$ cat config.mk
export PLATFORM = sky130hd
export DESIGN_NAME = task_file_register_decode
export DESIGN_NICKNAME = d
export VERILOG_FILES = /design/src/logic/task_file_pkg.sv /design/src/logic/pin_sync.sv /design/src/logic/word_buffer.sv /design/src/logic/task_file_register_decode.sv
export VERILOG_INCLUDE_DIRS = /design/src /design/src/logic
export SDC_FILE = /design/constraint.sdc
export NUM_CORES = 1
export LEC_CHECK = 0
export CAP_MARGIN = 20
export CORE_MARGIN = 2
export CORE_UTILIZATION = 63
export DETAILED_ROUTE_END_ITERATION = 6
export DONT_BUFFER_PORTS = 1
export PLACE_DENSITY_LB_ADDON = 0.1
export SYNTH_ARGS = -nofsm -noshare
export SYNTH_HDL_FRONTEND = slang
export SYNTH_SLANG_ARGS = --single-unit
$ cat constraint.sdc
create_clock -name mclk -period 3 [get_ports mclk]
set_input_delay 0.45 -clock mclk [delete_from_list [all_inputs] [get_ports mclk]]
set_output_delay 0.45 -clock mclk [all_outputs]
set_load 0.1 [all_outputs]
$ cat src/logic/task_file_defines.svh
`ifndef TASK_FILE_DEFINES_SVH
`define TASK_FILE_DEFINES_SVH

// ****************************************************************
// Address decode
// ****************************************************************
`define TF_PRI_TASK_BASE 6'h1F
`define TF_PRI_CTRL_BASE 6'h3F
`define TF_SEC_TASK_BASE 6'h17
`define TF_SEC_CTRL_BASE 6'h37
`define TF_CTRL_LOW_HI 3'h3
`define TF_IDE_CTRL_HI 2'h3

// ****************************************************************
// Task file offsets
// ****************************************************************
`define TF_OFS_DATA 3'h0
`define TF_OFS_ERR_FEAT 3'h1
`define TF_OFS_COUNT 3'h2
`define TF_OFS_SECTOR 3'h3
`define TF_OFS_TRACK_LO 3'h4
`define TF_OFS_TRACK_HI 3'h5
`define TF_OFS_UNIT_HEAD 3'h6
`define TF_OFS_STAT_CMD 3'h7
`define TF_OFS_ALT_CTRL 3'h6
`define TF_OFS_DRV_ADDR 3'h7

// ****************************************************************
// Fields and reset values
// ****************************************************************
`define ERR_LIVE_MASK 8'hD5
`define UH_FIXED_ONES 8'hA0
`define UH_BIT_LBA 6
`define UH_BIT_DRV 4
`define STAT_BIT_BUSY 7
`define RST_COUNT 8'h01
`define RST_UNIT_HEAD 8'hA0
`define RST_BYTE 8'h00
`define COUNT_ZERO_MEANS 9'h100
`define PIN_IDLE 32'hFFFF_FFFF

`endif

$ cat src/logic/task_file_pkg.sv
package task_file_pkg;

    typedef enum logic [1:0] {
        LAYOUT_PRIMARY = 2'b00,
        LAYOUT_SECONDARY = 2'b01,
        LAYOUT_TRUE_IDE = 2'b10
    } layout_type;

    typedef enum logic [1:0] {
        DEC_NONE = 2'b00,
        DEC_TASK = 2'b01,
        DEC_CTRL = 2'b10
    } dec_kind_type;

    typedef struct packed {
        dec_kind_type kind;
        logic [2:0] idx;
    } dec_type;

    // Host side pins; the select and strobe lines are active low, address and data are not
    typedef struct packed {
        logic reg_n;
        logic [10:0] addr;
        logic ce1_n;
        logic ce2_n;
        logic iord_n;
        logic iowr_n;
        logic [15:0] data;
    } host_pins_type;

    typedef struct packed {
        logic bad_block;
        logic uncorrectable;
        logic id_missing;
        logic aborted;
        logic general;
    } err_event_type;

    typedef struct packed {
        logic lba_mode;
        logic [3:0] head;
        logic [15:0] track;
        logic [7:0] sector;
        logic [27:0] address_mode_select;
    } task_addr_type;

endpackage

$ cat src/logic/pin_sync.sv
module pin_sync
    import task_file_pkg::*;
#(
    parameter int W = 32,
    parameter logic [W-1:0] IDLE = '1
)
(
    input wire logic mclk,
    input wire logic arst_n,
    input wire logic [W-1:0] pins,
    output logic [W-1:0] stable
);

    typedef struct packed {
        logic [W-1:0] s1;
        logic [W-1:0] s2;
        logic [W-1:0] s3;
        logic [W-1:0] filt;
    } sync_st_type;

    sync_st_type st_q;
    sync_st_type st_d;

    // A bit moves only once stages two and three agree
    always_comb
    begin
        st_d = st_q;
        st_d.s1 = pins;
        st_d.s2 = st_q.s1;
        st_d.s3 = st_q.s2;
        st_d.filt = (~(st_q.s2 ^ st_q.s3) & st_q.s2) |
                    ((st_q.s2 ^ st_q.s3) & st_q.filt);
    end

    always_ff @(posedge mclk or negedge arst_n)
    begin
        if (!arst_n)
            st_q <= {IDLE, IDLE, IDLE, IDLE};
        else
            st_q <= st_d;
    end

    assign stable = st_q.filt;

endmodule // pin_sync

$ cat src/logic/word_buffer.sv
module word_buffer #(
    parameter int W = 16
)
(
    input wire logic mclk,
    input wire logic arst_n,
    input wire logic in_valid,
    input wire logic [W-1:0] in_data,
    output logic in_ready,
    output logic out_valid,
    output logic [W-1:0] out_data,
    input wire logic out_ready
);

    typedef struct packed {
        logic [1:0][W-1:0] mem;
        logic wr;
        logic rd;
        logic [1:0] count;
    } buf_st_type;

    buf_st_type st_q;
    buf_st_type st_d;
    logic push;
    logic pop;

    assign in_ready = (st_q.count != 2'd2);
    assign out_valid = (st_q.count != 2'd0);
    assign out_data = st_q.mem[st_q.rd];
    assign push = in_valid && in_ready;
    assign pop = out_valid && out_ready;

    always_comb
    begin
        st_d = st_q;
        if (push)
        begin
            st_d.mem[st_q.wr] = in_data;
            st_d.wr = ~st_q.wr;
        end
        if (pop)
            st_d.rd = ~st_q.rd;
        case ({push, pop})
            2'b10: st_d.count = st_q.count + 2'd1;
            2'b01: st_d.count = st_q.count - 2'd1;
            default: st_d.count = st_q.count;
        endcase
    end

    always_ff @(posedge mclk or negedge arst_n)
    begin
        if (!arst_n)
            st_q <= '0;
        else
            st_q <= st_d;
    end

endmodule // word_buffer

$ cat src/logic/task_file_register_decode.sv
// Function
// Primary layout: 1FH selects task file
// Primary 3FH: alt status/control, drive address
// Secondary layout uses 17H and 37H
// True IDE decodes by the two selects
// Offset 1 error/feature, 7 status/command
// Sixteen-bit data port, word or byte
// Data space overlaps error/feature position
// Host trusts error only when not busy
// Error bits 5, 3, 1 read zero
// Uncorrectable read error sets its flag
// Aborted command sets its flag
// Feature byte is write only
// Count of zero means 256 sectors
// Failed transfer leaves remaining sector count
// Sector count resets to 01H
// Sector number holds starting sector
// Track low/high hold starting track
// Unit/head: fixed ones, mode, unit, head
// Address mode forms 28-bit block address
// Respond only when unit select matches
// Busy high while internal operation runs
// Status read drops level request, alternate not
// Reserved write changes nothing
// Unmatched read leaves bus undriven
`include "task_file_defines.svh"

module task_file_register_decode
    import task_file_pkg::*;
(
    input wire logic mclk,
    input wire logic arst_n,
    input wire layout_type layout,
    input wire logic card_number,
    input wire logic byte_mode,
    input wire logic level_irq_mode,
    input wire host_pins_type host_in,
    output logic [15:0] data_out,
    output logic data_oe,
    output logic host_wait,
    input wire logic core_busy,
    input wire logic [6:0] core_status,
    input wire err_event_type err_event,
    input wire logic irq_event,
    input wire logic count_update,
    input wire logic [7:0] count_remaining,
    input wire logic [15:0] rd_word,
    output logic rd_pop,
    output logic wr_valid,
    output logic [15:0] wr_word,
    input wire logic wr_ready,
    output logic cmd_strobe,
    output logic [7:0] cmd_code,
    output logic [7:0] feature,
    output logic [8:0] sector_total,
    output task_addr_type task_addr,
    output logic [7:0] device_control,
    output logic irq
);

    // ************************************************************
    // Decode
    // ************************************************************
    function automatic dec_type decode(
        input layout_type lay,
        input host_pins_type p
    );
        dec_type r;
        logic [5:0] tbase;
        logic [5:0] cbase;
        r.kind = DEC_NONE;
        r.idx = p.addr[2:0];
        tbase = (lay == LAYOUT_PRIMARY) ? `TF_PRI_TASK_BASE
                                        : `TF_SEC_TASK_BASE;
        cbase = (lay == LAYOUT_PRIMARY) ? `TF_PRI_CTRL_BASE
                                        : `TF_SEC_CTRL_BASE;
        case (lay)
            LAYOUT_PRIMARY, LAYOUT_SECONDARY:
            begin
                // Address bit 10 plays no part
                if (!p.reg_n && p.addr[9:4] == tbase && !p.addr[3])
                    r.kind = DEC_TASK;
                else if (!p.reg_n && p.addr[9:4] == cbase &&
                         p.addr[3:1] == `TF_CTRL_LOW_HI)
                    r.kind = DEC_CTRL;
            end
            LAYOUT_TRUE_IDE:
            begin
                if (!p.ce1_n && p.ce2_n)
                    r.kind = DEC_TASK;
                else if (p.ce1_n && !p.ce2_n &&
                         p.addr[2:1] == `TF_IDE_CTRL_HI)
                    r.kind = DEC_CTRL;
            end
            default: r.kind = DEC_NONE;
        endcase
        return r;
    endfunction

    // ************************************************************
    // State
    // ************************************************************
    typedef struct packed {
        logic [7:0] err;
        logic [7:0] feat;
        logic [7:0] cnt;
        logic [7:0] sec;
        logic [7:0] trk_lo;
        logic [7:0] trk_hi;
        logic [7:0] uh;
        logic [7:0] cmd;
        logic [7:0] ctrl;
        logic irq;
        logic cmd_go;
        logic rd_prev;
        logic wr_prev;
        logic doe;
        logic pair;
        logic pop;
        logic push;
        logic wait_hi;
        dec_type rd_dec;
        logic [15:0] dout;
        logic [7:0] low_byte;
        logic [15:0] push_word;
        logic [8:0] total;
        task_addr_type addr;
    } st_type;

    st_type q, n;
    host_pins_type pins;
    logic buf_ready, rd_fall, rd_rise, wr_rise, selected;
    dec_type dec;
    logic [7:0] wv, stat;

    pin_sync #(.W($bits(host_pins_type)), .IDLE(`PIN_IDLE)) u_sync (
        .mclk(mclk), .arst_n(arst_n), .pins(host_in), .stable(pins)
    );

    // Stalls the host through the wait pin, so no word is dropped
    word_buffer #(.W(16)) u_buf (
        .mclk(mclk), .arst_n(arst_n), .in_valid(q.push),
        .in_data(q.push_word), .in_ready(buf_ready),
        .out_valid(wr_valid), .out_data(wr_word), .out_ready(wr_ready)
    );

    assign rd_fall = q.rd_prev && !pins.iord_n;
    assign rd_rise = !q.rd_prev && pins.iord_n;
    assign wr_rise = !q.wr_prev && pins.iowr_n;
    assign dec = decode(layout, pins);
    assign selected = (q.uh[`UH_BIT_DRV] == card_number);
    assign wv = pins.data[7:0];
    // Other bits are meaningless while busy, so they read zero
    assign stat = core_busy ? 8'h80 : {1'b0, core_status};

    // ************************************************************
    // Next state
    // ************************************************************
    always_comb
    begin
        n = q;
        n.cmd_go = 1'b0;
        n.pop = 1'b0;
        n.rd_prev = pins.iord_n;
        n.wr_prev = pins.iowr_n;
        if (q.push && buf_ready)
            n.push = 1'b0;
        if (count_update)
            n.cnt = count_remaining;

        // Read cycle: value frozen at the falling strobe
        if (rd_fall)
        begin
            n.rd_dec = dec;
            n.doe = 1'b0;
            if (dec.kind != DEC_NONE && selected)
                n.doe = 1'b1;
            n.dout = 16'h0000;
            if (dec.kind == DEC_TASK)
            begin
                case (dec.idx)
                    `TF_OFS_DATA:
                    begin
                        // A word read also covers offset one
                        if (!byte_mode)
                            n.dout = rd_word;
                        else
                            n.dout = {8'h00, q.pair ? rd_word[15:8]
                                                    : rd_word[7:0]};
                    end
                    `TF_OFS_ERR_FEAT:
                        n.dout = {8'h00, q.err & `ERR_LIVE_MASK};
                    `TF_OFS_COUNT: n.dout = {8'h00, q.cnt};
                    `TF_OFS_SECTOR: n.dout = {8'h00, q.sec};
                    `TF_OFS_TRACK_LO: n.dout = {8'h00, q.trk_lo};
                    `TF_OFS_TRACK_HI: n.dout = {8'h00, q.trk_hi};
                    `TF_OFS_UNIT_HEAD: n.dout = {8'h00, q.uh};
                    default: n.dout = {8'h00, stat};
                endcase
            end
            else if (dec.kind == DEC_CTRL)
            begin
                if (dec.idx == `TF_OFS_ALT_CTRL)
                    n.dout = {8'h00, stat};
                else
                    n.dout = {8'h00, 2'b11, ~q.uh[3:0],
                              ~card_number, card_number};
            end
        end
        // End of read: side effects happen once per strobe
        if (rd_rise)
        begin
            n.doe = 1'b0;
            if (q.doe && q.rd_dec.kind == DEC_TASK)
            begin
                if (q.rd_dec.idx == `TF_OFS_DATA)
                begin
                    n.pop = !byte_mode || q.pair;
                    n.pair = byte_mode && !q.pair;
                end
                // Alternate status never reaches this clear
                if (q.rd_dec.idx == `TF_OFS_STAT_CMD && level_irq_mode)
                    n.irq = 1'b0;
            end
        end
        // Write cycle: data taken at the rising strobe
        if (wr_rise && dec.kind == DEC_TASK)
        begin
            case (dec.idx)
                `TF_OFS_DATA:
                begin
                    if (selected && !byte_mode)
                    begin
                        n.push_word = pins.data;
                        n.push = 1'b1;
                    end
                    else if (selected && !q.pair)
                    begin
                        n.low_byte = wv;
                        n.pair = 1'b1;
                    end
                    else if (selected)
                    begin
                        n.push_word = {wv, q.low_byte};
                        n.push = 1'b1;
                        n.pair = 1'b0;
                    end
                end
                `TF_OFS_ERR_FEAT: n.feat = wv;
                `TF_OFS_COUNT: n.cnt = wv;
                `TF_OFS_SECTOR: n.sec = wv;
                `TF_OFS_TRACK_LO: n.trk_lo = wv;
                `TF_OFS_TRACK_HI: n.trk_hi = wv;
                `TF_OFS_UNIT_HEAD: n.uh = wv | `UH_FIXED_ONES;
                default:
                begin
                    if (selected)
                    begin
                        n.cmd = wv;
                        n.cmd_go = 1'b1;
                        n.err = 8'h00;
                        n.pair = 1'b0;
                    end
                end
            endcase
        end
        else if (wr_rise && dec.kind == DEC_CTRL &&
                 dec.idx == `TF_OFS_ALT_CTRL)
            n.ctrl = wv;
        // A write at the drive address slot falls through untouched
        // Hardware set wins over any clear in the same cycle
        n.err = n.err | {err_event.bad_block,
                         err_event.uncorrectable, 1'b0,
                         err_event.id_missing, 1'b0,
                         err_event.aborted, 1'b0,
                         err_event.general};
        if (irq_event)
            n.irq = 1'b1;
        n.wait_hi = n.push || q.push || !buf_ready;
        n.total = (q.cnt == 8'h00) ? `COUNT_ZERO_MEANS
                                   : {1'b0, q.cnt};
        n.addr.lba_mode = q.uh[`UH_BIT_LBA];
        n.addr.head = q.uh[3:0];
        n.addr.track = {q.trk_hi, q.trk_lo};
        n.addr.sector = q.sec;
        n.addr.address_mode_select = q.uh[`UH_BIT_LBA]
                     ? {q.uh[3:0], q.trk_hi, q.trk_lo, q.sec}
                     : 28'h000_0000;
    end

    always_ff @(posedge mclk or negedge arst_n)
    begin
        if (!arst_n)
        begin
            q <= '0;
            q.cnt <= `RST_COUNT;
            q.uh <= `RST_UNIT_HEAD;
            q.rd_prev <= 1'b1;
            q.wr_prev <= 1'b1;
            q.total <= {1'b0, `RST_COUNT};
        end
        else
            q <= n;
    end

    assign data_out = q.dout;
    assign data_oe = q.doe;
    assign host_wait = q.wait_hi;
    assign rd_pop = q.pop;
    assign cmd_strobe = q.cmd_go;
    assign cmd_code = q.cmd;
    assign feature = q.feat;
    assign sector_total = q.total;
    assign task_addr = q.addr;
    assign device_control = q.ctrl;
    assign irq = q.irq;
endmodule // task_file_register_decode

==> key figures, run 1 <==
Timing
  – RSZ-0062 raised after global routing: false
  – Rel. slew slack: about a third
  – Final Hold Vio Count: between 200 and 300
  – Least-Margin Pin Slew: 0.9731 ns
  – Hold Slack: -0.3033 ns
  – Crit share post-route: about nine tenths
  – Skew final: roughly 0.0085 ns
  – Peak Freq: around 380 MHz
  – Fin crit period: between 2 and 3 ns
  – Max-slew violations: 0
  – Final setup margin: roughly 0.34 ns
  – Final setup viols: 0
  – TNS Setup: 0 ns

Layout
  – Non-filler cells, final: approximately 1200
  – Area Growth Syn to Fin: 6.263%
  – Most common cell after layout, fill and taps aside: dfrtp_1
  – Nets: 956
  – Final instance area: between 10000 and 15000 sq um
  – Most frequent cells in the layout: dfrtp_1, mux2_2, dfstp_2, clkbuf_16
  – Filler instances: around 1400
  – Layout cells sized above 1: between 30% and 40%
  – Fin util: 68.56%

Clock network
  – CTS H-tree depth: 2
  – CTS Sinks: around 350
  – Clock Tree Buf Depth: 3
  – PostCTS Resize Cnt: 0
  – Hold_buf cts: 31
  – TritonCTS clock tree: yes
  – CTS root buf: clkbuf_16
  – Latest clock arrival within the worst-skew pair: roughly 0.50 ns
  – Clk slew on worst S/H paths: approximately 0.060 ns
  – CTS Buf Count: 34
  – # Post-CTS Setup Buffers: 0

Routing
  – Initial DRT Pass Iterations: 6
  – Drt wl/cell: about 23 microns
  – Routed wire length: around 27000 microns
  – DRT iter0 DRCs: about 470
  – Via Count: 6887
  – Post-route ant nets: 0
  – Vias per std cell: just under 6
  – # DRC: 0

Run
  – Max-cap violations: 0

Worst setup path
  – R2R setup slack: ~0.34 ns
  – Worst Setup Start Kind: flip-flop
  – Nature of the critical path endpoint: flip-flop
  – Worst Path Required: 3.39 ns
  – CP Class: reg -> reg
  – Worst-path fanout max: 9
  – Critical path arrival: just over 3 ns

Global routing
  – Grt ovf: 0
  – Tot GR Track Use: between 20% and 30%
  – Initial antenna violation count: 1
  – Largest net degree at the start of global routing: around 350
  – First-pass GRT wire length: roughly 42000 microns
  – Vias in the first global route: ~7500

Outcome
  – Status: finished, violations left
  – Failing checks: negative hold slack

Power and ir drop
  – Pint: approximately 7.8 mW
  – Switching share of power: 27.26%
  – Logic gate share of total power: between 5 and 6%
  – Power Density: 737.6 nW/um^2
  – Clock group share of total power: a little under 40%
  – Worst ir drop on vdd: roughly 0.58 mV
  – Flop pwr share: 55.3%
  – Static leakage: approximately 6.7 nW
  – NetSw: between 2 and 3 mW

Synthesis
  – Post-synthesis cell count: 948
  – Primary FF master, synth: dfrtp_1
  – Ys async rst share: 100.0%
  – Synth warn: 0
  – Mapped Area: 13610 sq um
  – Seq/Total Area, Yosys: between 60% and 70%
  – Syn Area/Cell: approximately 14 sq um
  – Syn Nets: 1030
  – Number of flops mapped to enable cells by yosys: 0
  – Yosys cell types: between 50 and 60
  – Yosys reg bits: between 300 and 400

Floorplanning
  – Row count: 53
  – Initial core utilization: between 60 and 70%
  – Die width: around 150 microns
  – IO Pins: about 210
  – Core area: 21090 sq um
  – Die height: approximately 150 microns
  – Die Area: 22790 sq um

Placed design
  – Dpl hpwl: 17460 microns
  – Placed Area: 13040 sq um
  – Port bufs: 0
  – Global placement routability congestion: 0.8565
  – DP Cell Count: 1081
  – Worst slack, placed: roughly 0.36 ns

Hold path
  – Min-Delay Path Class: in -> async
cell type report:
type	instances	area [sq um]	area share, %
diodes	1	2.502	0.01731
clock buffers	44	982.2	6.794
clock inverters	15	118.9	0.8222
inverters	10	37.54	0.2596
multi-input cells	439	3736	25.84
flip-flops and latches	347	8843	61.17
well taps	275	344.1	2.380
repair buffers	42	392.9	2.717
kinds of logic after synthesis:
| kind of cell | Yosys count | share of synthesized area [%] |
|---|---|---|
| adder cells (fa/ha/maj) | 34 | 2.557 |
| flip-flops | 347 | 65.00 |
| AND/OR/NAND/NOR | 142 | 6.060 |
| buffers and inverters | 162 | 7.541 |
| XOR/XNOR | 7 | 0.4506 |
| AO/OA/AOI/OAI | 89 | 4.469 |
| multiplexers | 167 | 13.92 |
cell usage after synthesis (2+ instances only):
library cell,instances,area [sq um]
buf_1,6,22.52
clkbuf_1,34,127.6
nand4_1,3,18.77
xnor2_1,4,35.03
a21oi_1,20,100.1
or4_1,4,30.03
ha_1,3,37.54
nor3_1,5,25.02
nand2b_1,7,43.79
and2_1,29,181.4
o22ai_1,5,31.28
nand3b_1,3,22.52
inv_1,9,33.78
dfrtp_1,219,5480
or2_2,2,12.51
xor2_1,3,26.28
a211o_1,2,17.52
o211ai_1,5,37.54
buf_6,2,22.52
mux2_1,3,33.78
dfstp_2,128,3363
nand3_1,6,30.03
nor2b_1,16,100.1
or3_1,2,12.51
a211oi_1,3,22.52
maj3_1,31,310.3
a31oi_1,5,31.28
and3_1,4,25.02
o21ai_0,14,70.07
a221oi_1,6,52.55
a22o_1,8,70.07
a21o_1,6,45.04
nor2_1,26,97.59
buf_2,4,20.02
mux2i_1,13,130.1
nand2_1,27,101.4
buf_4,106,795.8
o221ai_1,4,35.03
o41ai_1,2,17.52
mux2_4,8,120.1
mux2_2,143,1610
metal layers:
| layer | track usage [%] | up-vias | part of all wire, % |
|---|---|---|---|
| li1 | - | 3008 | - |
| met1 | 31.71 | 3520 | 41 |
| met2 | 38.27 | 294 | 48 |
| met3 | 6.325 | 65 | 7.8 |
| met4 | 9.860 | 0 | 3.7 |
| met5 | 0 | - | 0 |
critical path, stage by stage (launching register included):
cell and delay (ns):
dfstp_2 0.56, nand4bb_4 0.15, nor4_4 0.44, o21ai_2 0.15, or4_1 0.84, mux2_4 0.40
metrics by stage:
stage / hold WS (ns) / total power, mW
global route: -0.3544 / 11.06
finish: -0.3033 / 10.66
detailed placement: 0.1653 / 6.549
CTS: -0.3710 / 10.76
floorplan: 0.1544 / 6.443
global placement: 0.1669 / 6.506
power by group through the flow:
stage	combinational (mW)	clock, mW	sequential (mW)
after floorplan	1.17	0	5.27
after global placement	0.552	0	5.95
after detailed placement	0.574	0	5.97
after CTS	0.612	4.25	5.90
after global routing	0.664	4.46	5.93
final	0.615	4.16	5.89
final timing paths:
path / endpoint / depth (start not counted)
max: q[87]$_DFFE_PN0P_ / 5
min: device_control[1]$_DFFE_PN0P_ / 0
max reg2reg: q[87]$_DFFE_PN0P_ / 5
min reg2reg: u_sync.st_d[59]$_DFF_PN1_ / 0
max in group asynchronous: u_sync.st_d[32]$_DFF_PN1_ / 0
min in group mclk: q[184]$_DFF_PN0_ / 1
state kept, by name (all words and copies together) (netlist names), named ones only:
register and cells:
q 47, feature 8, u_sync.st_d 62, device_control 8
irq 1, cmd_strobe 1, data_out 16, u_buf.st_q 36
sector_total 9, n 29, rd_pop 1, data_oe 1
task_addr 57, host_wait 1, cmd_code 8, u_sync.st_q 31
(Power assumes the default switching activity.)
==> inputs of run 2 (changes only) <==
--- a/config.mk
+++ b/config.mk
@@ -6,6 +6,7 @@
 export SDC_FILE = /design/constraint.sdc
 export NUM_CORES = 1
 export LEC_CHECK = 0
+export ABC_AREA = 1
 export CAP_MARGIN = 20
 export CORE_MARGIN = 2
 export CORE_UTILIZATION = 63
==> run 2 against run 1 <==
  * The run still ends with negative hold slack left
  * Cell count is 36% higher
  * Total power grew 5.7%
  * Critical path depth increased by 1
  * Sequential power rose by 4.8%
  * Non-clock buffer count up 13
  * Design area grew 4.0%
  * Global-route usage grew 0.71 points
  * Synthesized cell count rose by 43%
  * Maximum frequency grew 16%
  * Flip-flop and latch count did not move
  * Area after synthesis up 3.9%
  * Critical endpoint is now wr_word[6]
  * Largest power group unchanged
==> key figures, run 2 <==
Worst setup path
  – R2R setup slack: 0.77 ns (+0.43 ns)
  – Max stage delay cell, worst path: dfrtp_1
  – Worst r2r dst: q[81]$_DFFE_PN0P_
  – R2R depth: 6 (+1)
  – Critical path arrival: 1.85 ns (-1.20 ns)
  – Worst-path fanout max: 17 (+8)
  – CP Class: reg -> out
  – Crit path top cell by count: buf_4
  – Crit-path max cell delay: 0.36 ns (-0.48 ns)
  – Worst Setup Start Kind: flip-flop
  – Nature of the critical path endpoint: primary output
  – Worst Path Required: 2.55 ns (-0.84 ns)
  – Crit-path cells: buf_4, clkinv_1, buf_4, nand2_1, nand2_1, buf_4

Global routing
  – Met3 Usage GRT: 7.920% (+1.6 points)
  – First-pass GRT wire length: 45420 microns (+8.6%)
  – Tot GR Track Use: 24.74% (+0.71 points)
  – Busiest grt layer: met2
  – GR Layer Usage met2: 37.19% (-1.1 points)
  – Vias in the first global route: 8137 (+8.1%)
  – GR Util met1: 35.54% (+3.8 points)
  – Largest net degree at the start of global routing: 348 (unchanged)
  – Initial antenna violation count: 0 (-1)
  – Grt ovf: 0 (unchanged)

Routing
  – Drt wl/cell: 17.96 microns (-21%)
  – # DRC: 0 (unchanged)
  – Via Count: 8494 (+23%)
  – Routed wire length: 28710 microns (+7.9%)
  – Post-route ant nets: 0 (unchanged)
  – Initial DRT Pass Iterations: 6 (unchanged)
  – DRT iter0 DRCs: 793 (+67%)
  – Vias per std cell: 5.315 (-9.5%)

Timing
  – Final setup viols: 0 (unchanged)
  – Final setup margin: 0.6957 ns (+0.3573 ns)
  – TNS Setup: 0 ns (unchanged)
  – RSZ-0062 raised after global routing: false
  – Least-Margin Pin Slew: 0.9801 ns (+0.006993 ns)
  – Fin crit period: 2.304 ns (-0.3573 ns)
  – Hold Slack: -0.3470 ns (-0.04368 ns)
  – Rel. slew slack: 34.66% (-0.51 points)
  – Skew final: 0.02561 ns (+0.01709 ns)
  – Crit share post-route: 76.81% (-12 points)
  – Peak Freq: 434.0 MHz (+16%)
  – Final Hold Vio Count: 270 (-1.8%)
  – Max-slew violations: 0 (unchanged)

Synthesis
  – Seq/Total Area, Yosys: 62.54% (-2.5 points)
  – Mapped Area: 14140 sq um (+3.9%)
  – Yosys reg bits: 347 (unchanged)
  – Largest cells by area after synthesis: dfrtp_1, dfstp_2, nand2_1, buf_4, o21ai_0
  – Most frequent cell after synthesis: nand2_1
  – Area share of the largest cell type after synthesis: 38.76% (-1.5 points)
  – Post-synthesis cell count: 1357 (+43%)
  – Synth warn: 0 (unchanged)
  – Ys async rst share: 100.0% (unchanged)
  – Yosys cell types: 45 (-24%)
  – Syn Area/Cell: 10.42 sq um (-27%)
  – Cell taking the most area after synthesis: dfrtp_1
  – Number of flops mapped to enable cells by yosys: 0 (unchanged)
  – Syn Nets: 1439 (+40%)
  – Synth cell count leaders: nand2_1, dfrtp_1, dfstp_2
  – Primary FF master, synth: dfrtp_1

Clock network
  – Latest clock arrival within the worst-skew pair: 0.52 ns (+0.02 ns)
  – Clock Tree Buf Depth: 3 (unchanged)
  – # Post-CTS Setup Buffers: 0 (unchanged)
  – Hold_buf cts: 31 (unchanged)
  – CTS H-tree depth: 2 (unchanged)
  – PostCTS Resize Cnt: 0 (unchanged)
  – TritonCTS clock tree: yes
  – CTS Buf Count: 36 (+5.9%)
  – Clk slew on worst S/H paths: 0.05 ns (about the same)
  – CTS root buf: clkbuf_16
  – CTS Sinks: 347 (unchanged)

Layout
  – Number of flip-flops in the largest register: 62 (unchanged)
  – Nets: 1374 (+44%)
  – Most common cell after layout, fill and taps aside: nand2_1
  – Most frequent cells in the layout: nand2_1, dfrtp_1, dfstp_2, inv_1, o21ai_0
  – Number of inserted diodes: 0 (-1)
  – Area Growth Syn to Fin: 6.380%
  – Layout cells sized above 1: 20.79% (-19 points)
  – Non-filler cells, final: 1598 (+36%)

Floorplanning
  – Die Area: 23660 sq um (+3.8%)
  – Initial core utilization: 64.39% (-0.13 points)
  – Die height: 153.8 microns (+1.9%)
  – IO Pins: 207 (unchanged)
  – Core area: 21960 sq um (+4.1%)
  – Row count: 54 (+1.9%)
  – Die width: 153.8 microns (+1.9%)

Outcome
  – Failing checks: negative hold slack
  – Status: finished, violations left

Placed design
  – Global placement routability congestion: 0.8921 (+4.2%)
  – DP Cell Count: 1503 (+39%)
  – Dpl hpwl: 19070 microns (+9.2%)
  – Worst slack, placed: 0.8136 ns (+0.4526 ns)
  – Port bufs: 0 (unchanged)

Power and ir drop
  – Static leakage: 7.202 nW (+8.2%)
  – Power Density: 749.6 nW/um^2 (+1.6%)
  – Worst ir drop on vdd: 0.5448 mV (-6.5%)

Run
  – Max-cap violations: 0 (unchanged)

Hold path
  – Min-Delay Path Class: in -> async
==> run 2: changes by cell type after synthesis, moves of 34 or more <==
cell and change:
nand2_1 +308, mux2_2 -143, inv_1 +102, o21ai_0 +84, o21ai_1 +44, nor2_1 +41, nand3_1 +34
==> run 2: report_power, final <==
group          leakage, nW  switching (mW)  total [mW]  internal, mW
registers             4.20            1.10        6.17          5.07
clock network        0.575            1.74        4.28          2.54
logic                 2.43           0.556       0.828         0.272
total                 7.20            3.40        11.3          7.88
==> run 2: cells by family after synthesis <==
| logic type | after synthesis | synth area share, % |
|---|---|---|
| xor gates and xnor gates | 4 | 0.3806 |
| adders and majority gates | 34 | 2.460 |
| and+or+nand+nor | 499 | 16.10 |
| buffers and inverters | 279 | 11.03 |
| DFF | 347 | 62.54 |
| AOI/OAI and AO/OA | 193 | 7.415 |
| muxes | 1 | 0.07079 |
==> run 2: worst max-delay path by stage <==
stage,cells past startpoint,from,slack (ns),to
after floorplan,5,u_buf.st_q[2]$_DFFE_PN0P_,0.91,wr_word[10]
after detailed placement,6,flip-flop,0.81,q[87]$_DFFE_PN0P_
after CTS,6,u_buf.st_q[2]$_DFFE_PN0P_,0.65,wr_word[6]
after global placement,6,flip-flop,0.87,q[89]$_DFFE_PN0P_
final,6,u_buf.st_q[2]$_DFFE_PN0P_,0.70,wr_word[6]
after global routing,5,flip-flop,0.59,q[77]$_DFFE_PN0P_
==> run 2: final cells by class <==
cell class / instances / area (sq um)
Clock buffer: 54 / 1100
Clock inverter: 10 / 62.56
Fill cell: 1613 / 6917
Inverter: 121 / 459.2
Multi-Input combinational cell: 731 / 3736
Sequential cell: 347 / 8843
Tap cell: 280 / 350.3
Timing Repair Buffer: 55 / 490.5
==> run 2: metal layers <==
layer	vias up	wire, microns
li1	4073	-
met2	304	12680
met5	-	0
met4	0	541
met1	4063	12880
met3	54	2603
==> run 2: metrics by stage <==
step / hold slack (ns) / instance area, sq um / utilization, % / power, mW
after floorplan: 0.1544 / 14140 / - / 6.921
after global placement: 0.1627 / 13570 / 61.79 / 7.005
after detailed placement: 0.1626 / 13570 / 61.79 / 7.033
after CTS: -0.3774 / 15040 / 68.50 / 11.37
after global routing: -0.3720 / 15040 / 68.50 / 11.71
final: -0.3470 / 15040 / 68.50 / 11.28
==> run 2: critical path, delay by kind of cell (launching register included) <==
family                 cells  cell delay (ns)
buffers and inverters      4             0.82
DFF                        1             0.36
and+or+nand+nor            2             0.16
==> inputs of run 3 (changes only) <==
--- a/config.mk
+++ b/config.mk
@@ -9,7 +9,7 @@
 export ABC_AREA = 1
 export CAP_MARGIN = 20
 export CORE_MARGIN = 2
-export CORE_UTILIZATION = 63
+export CORE_UTILIZATION = 57
 export DETAILED_ROUTE_END_ITERATION = 6
 export DONT_BUFFER_PORTS = 1
 export PLACE_DENSITY_LB_ADDON = 0.1
==> constraint.sdc (replaced) <==
create_clock -name mclk -period 2 [get_ports mclk]
set_input_delay 0.3 -clock mclk [delete_from_list [all_inputs] [get_ports mclk]]
set_output_delay 0.3 -clock mclk [all_outputs]
set_load 0.1 [all_outputs]
==> run 3 against run 2 <==
  * The flow still finishes with violations (negative hold slack)
  * Global-route usage fell by 1.2 points
  * Sequential share of layout area fell by 5.5 points
  * Non-clock buffer count rose by 152
  * Flip-flop and latch count did not move
  * Critical path depth fell by 2
  * Design area rose by 10%
  * Setup slack got worse by 0.56 ns
  * Cell count rose by 12%
  * Largest power group unchanged
==> key figures, run 3 (synthesized netlist as in run 2, its figures left out) <==
Outcome
  – Status: finished, violations left
  – Failing checks: negative hold slack

Layout
  – Final instance area: 16590 sq um (+10%)
  – Layout cells sized above 1: 27.87% (+7.1 points)
  – Storage cell area: 8843 sq um (unchanged)
  – Fin util: 68.21% (-0.30 points)
  – Area Growth Syn to Fin: 17.31%
  – Nets: 1527 (+11%)
  – Number of flip-flops in the largest register: 62 (unchanged)
  – Most frequent cells in the layout: nand2_1, dfrtp_1, buf_4, dfstp_2, inv_1
  – Filler instances: 1857 (+15%)
  – Combined area of the multi-input logic cells: 3737 sq um (about the same)
  – Most common cell after layout, fill and taps aside: nand2_1

Timing
  – Crit share post-route: between 90% and 100%
  – Peak Freq: approximately 540 MHz
  – Fin crit period: ~1.9 ns
  – Max-slew violations: 0 (unchanged)
  – Hold Slack: -0.4965 ns (-0.1495 ns)
  – Final Hold Vio Count: 254 (-5.9%)
  – Skew final: 0.01313 ns (-0.01248 ns)
  – Final setup viols: 0 (unchanged)
  – Rel. slew slack: 47.53% (+13 points)
  – Least-Margin Pin Slew: 0.7871 ns (-0.1930 ns)
  – RSZ-0062 raised after global routing: false
  – TNS Setup: 0 ns (unchanged)

Routing
  – Post-route ant nets: 0 (unchanged)
  – Via Count: 9115 (+7.3%)
  – DRT iter0 DRCs: 815 (+2.8%)
  – Met3 Routed Length: 2301 microns (-12%)
  – # DRC: 0 (unchanged)
  – Initial DRT Pass Iterations: 5 (-1)
  – Drt wl/cell: 16.70 microns (-7.0%)
  – Met1 wire length: 13790 microns (+7.1%)
  – Top Metal Used: met4
  – Vias per std cell: 5.075 (-4.5%)
  – Wire length on met2: 13150 microns (+3.7%)
  – Routed wire length: 29990 microns (+4.5%)

Floorplanning
  – IO Pins: 207 (unchanged)
  – Core area: 24320 sq um (+11%)
  – Die height: 161.5 microns (+5.0%)
  – Row count: 57 (+5.6%)
  – Die width: 161.5 microns (+5.0%)
  – Die Area: 26080 sq um (+10%)
  – Initial core utilization: 58.14% (-6.3 points)

Worst setup path
  – Stages on worst setup path: 4 (-2)
  – Critical path's top delay family: buffers and inverters
  – Worst-path fanout max: 17 (unchanged)
  – CP bufs+invs: 2 (-2)
  – Max stage delay cell, worst path: dfrtp_1
  – Crit-path cells: clkinv_2, nand2_1, nand2_1, buf_12
  – Critical path arrival: 1.57 ns (-0.28 ns)
  – Crit path top cell by count: nand2_1
  – Worst Setup Start Kind: flip-flop
  – R2R depth: 8 (+2)
  – Nature of the critical path endpoint: primary output
  – Worst Path Required: 1.70 ns (-0.85 ns)
  – Crit-path max cell delay: 0.37 ns (about the same)
  – Crit path from: u_buf.st_q[2]$_DFFE_PN0P_
  – CP Class: reg -> out

Placed design
  – Placed Area: 14830 sq um (+9.3%)
  – Global placement routability congestion: 0.9215 (+3.3%)
  – Port bufs: 0 (unchanged)
  – Dpl hpwl: 20340 microns (+6.7%)

Global routing
  – Grt ovf: 0 (unchanged)
  – Tot GR Track Use: 23.52% (-1.2 points)
  – Largest net degree at the start of global routing: 348 (unchanged)
  – Vias in the first global route: 8830 (+8.5%)
  – Initial antenna violation count: 1 (+1)
  – First-pass GRT wire length: 47940 microns (+5.5%)

Power and ir drop
  – Clock group share of total power: 38.4% (+0.4 points)
  – Total power: 17.66 mW (+57%)
  – Logic gate share of total power: 16.4% (+9.1 points)
  – NetSw: 5.147 mW (+51%)
  – Power Density: 1065 nW/um^2 (+42%)
  – Flop pwr share: 45.2% (-9.5 points)
  – Pint: 12.51 mW (+59%)
  – Switching share of power: 29.14% (-0.99 points)
  – Worst ir drop on vdd: 0.9225 mV (+69%)
  – Static leakage: 8.062 nW (+12%)

Run
  – Max-cap violations: 0 (unchanged)

Clock network
  – CTS Sinks: 347 (unchanged)
  – CTS root buf: clkbuf_16
  – Hold_buf cts: 49 (+58%)
  – CTS Buf Count: 37 (+2.8%)
  – Clock Tree Buf Depth: 3 (unchanged)
  – Latest clock arrival within the worst-skew pair: 0.51 ns (about the same)
  – Clk slew on worst S/H paths: 0.06 ns (about the same)
  – TritonCTS clock tree: yes
  – CTS H-tree depth: 2 (unchanged)

Hold path
  – Min-Delay Path Class: in -> async
## run 3: changes by cell type in the layout (fill, tap and decap cells not counted), moves of 3 or more
cell / delta
buf_12: +17
buf_4: +117
clkbuf_8: +3
dlygate4sd3_1: +18
## run 3: layout make-up
cell class / count / area share [%]
clock inverter: 5 / 0.3244
timing repair buffer: 207 / 11.39
inverter: 121 / 2.776
tap: 324 / 2.444
antenna: 1 / 0.01509
multi-input combinational: 731 / 22.53
clock buffer: 60 / 7.204
sequential: 347 / 53.32
## run 3: per-stage QoR
step | hold WS, ns | std cells | setup slack (ns)
floorplan | 0.004409 | 1357 | 0.06386
global placement | 0.01779 | 1679 | 0.1700
detailed placement | 0.02126 | 1679 | 0.1415
CTS | -0.5085 | 1793 | 0.1204
global route | -0.5211 | 1795 | 0.0004752
finish | -0.4965 | 1796 | 0.1336
## run 3: final timing paths
kind / endpoint / slack [ns]
worst max-delay path: wr_word[14] / 0.13
worst min-delay path: task_addr[15]$_DFF_PN0_ / -0.50
worst max register to register: q[171]$_DFF_PN0_ / 0.14
worst min register to register: u_sync.st_d[33]$_DFF_PN1_ / 0.35
max in group asynchronous: n[33]$_DFFE_PN0P_ / 1.84
min in group mclk: q[170]$_DFF_PN0_ / 0.02
## run 3: per-layer routing
layer	track usage, %	up-vias
met4	7.305	0
met1	34.31	4394
met3	6.471	51
met2	34.67	288
met5	0	-
li1	-	4382
## run 3: worst reg2reg max path, stage by stage (launching register included)
cell and delay (ns):
dfstp_2 0.54, nand3_1 0.13, nor2_4 0.12, nand3_4 0.15, nand2_8 0.17, nand2_8 0.20
nor2_8 0.31, nand2_1 0.10, o21ai_1 0.09
## run 3: timing repair
action                                  4_1_cts  5_1_grt
gates resized for setup                       1        1
hold endpoints to repair                    396      347
buffers inserted                              0        2
pin swaps                                     0        2
endpoints found under the setup margin       16        3
## run 3: power by group through the flow
| stage | clock network, mW | registers [mW] | logic (mW) |
|---|---|---|---|
| 6_report | 6.78 | 7.98 | 2.90 |
| 5_1_grt | 7.24 | 8.04 | 3.07 |
| 4_1_cts | 6.93 | 7.98 | 2.89 |
| 3_5_place_dp | 0 | 8.09 | 2.80 |
| 3_3_place_gp | 0 | 8.07 | 2.77 |
| 2_1_floorplan | 0 | 8.01 | 2.37 |
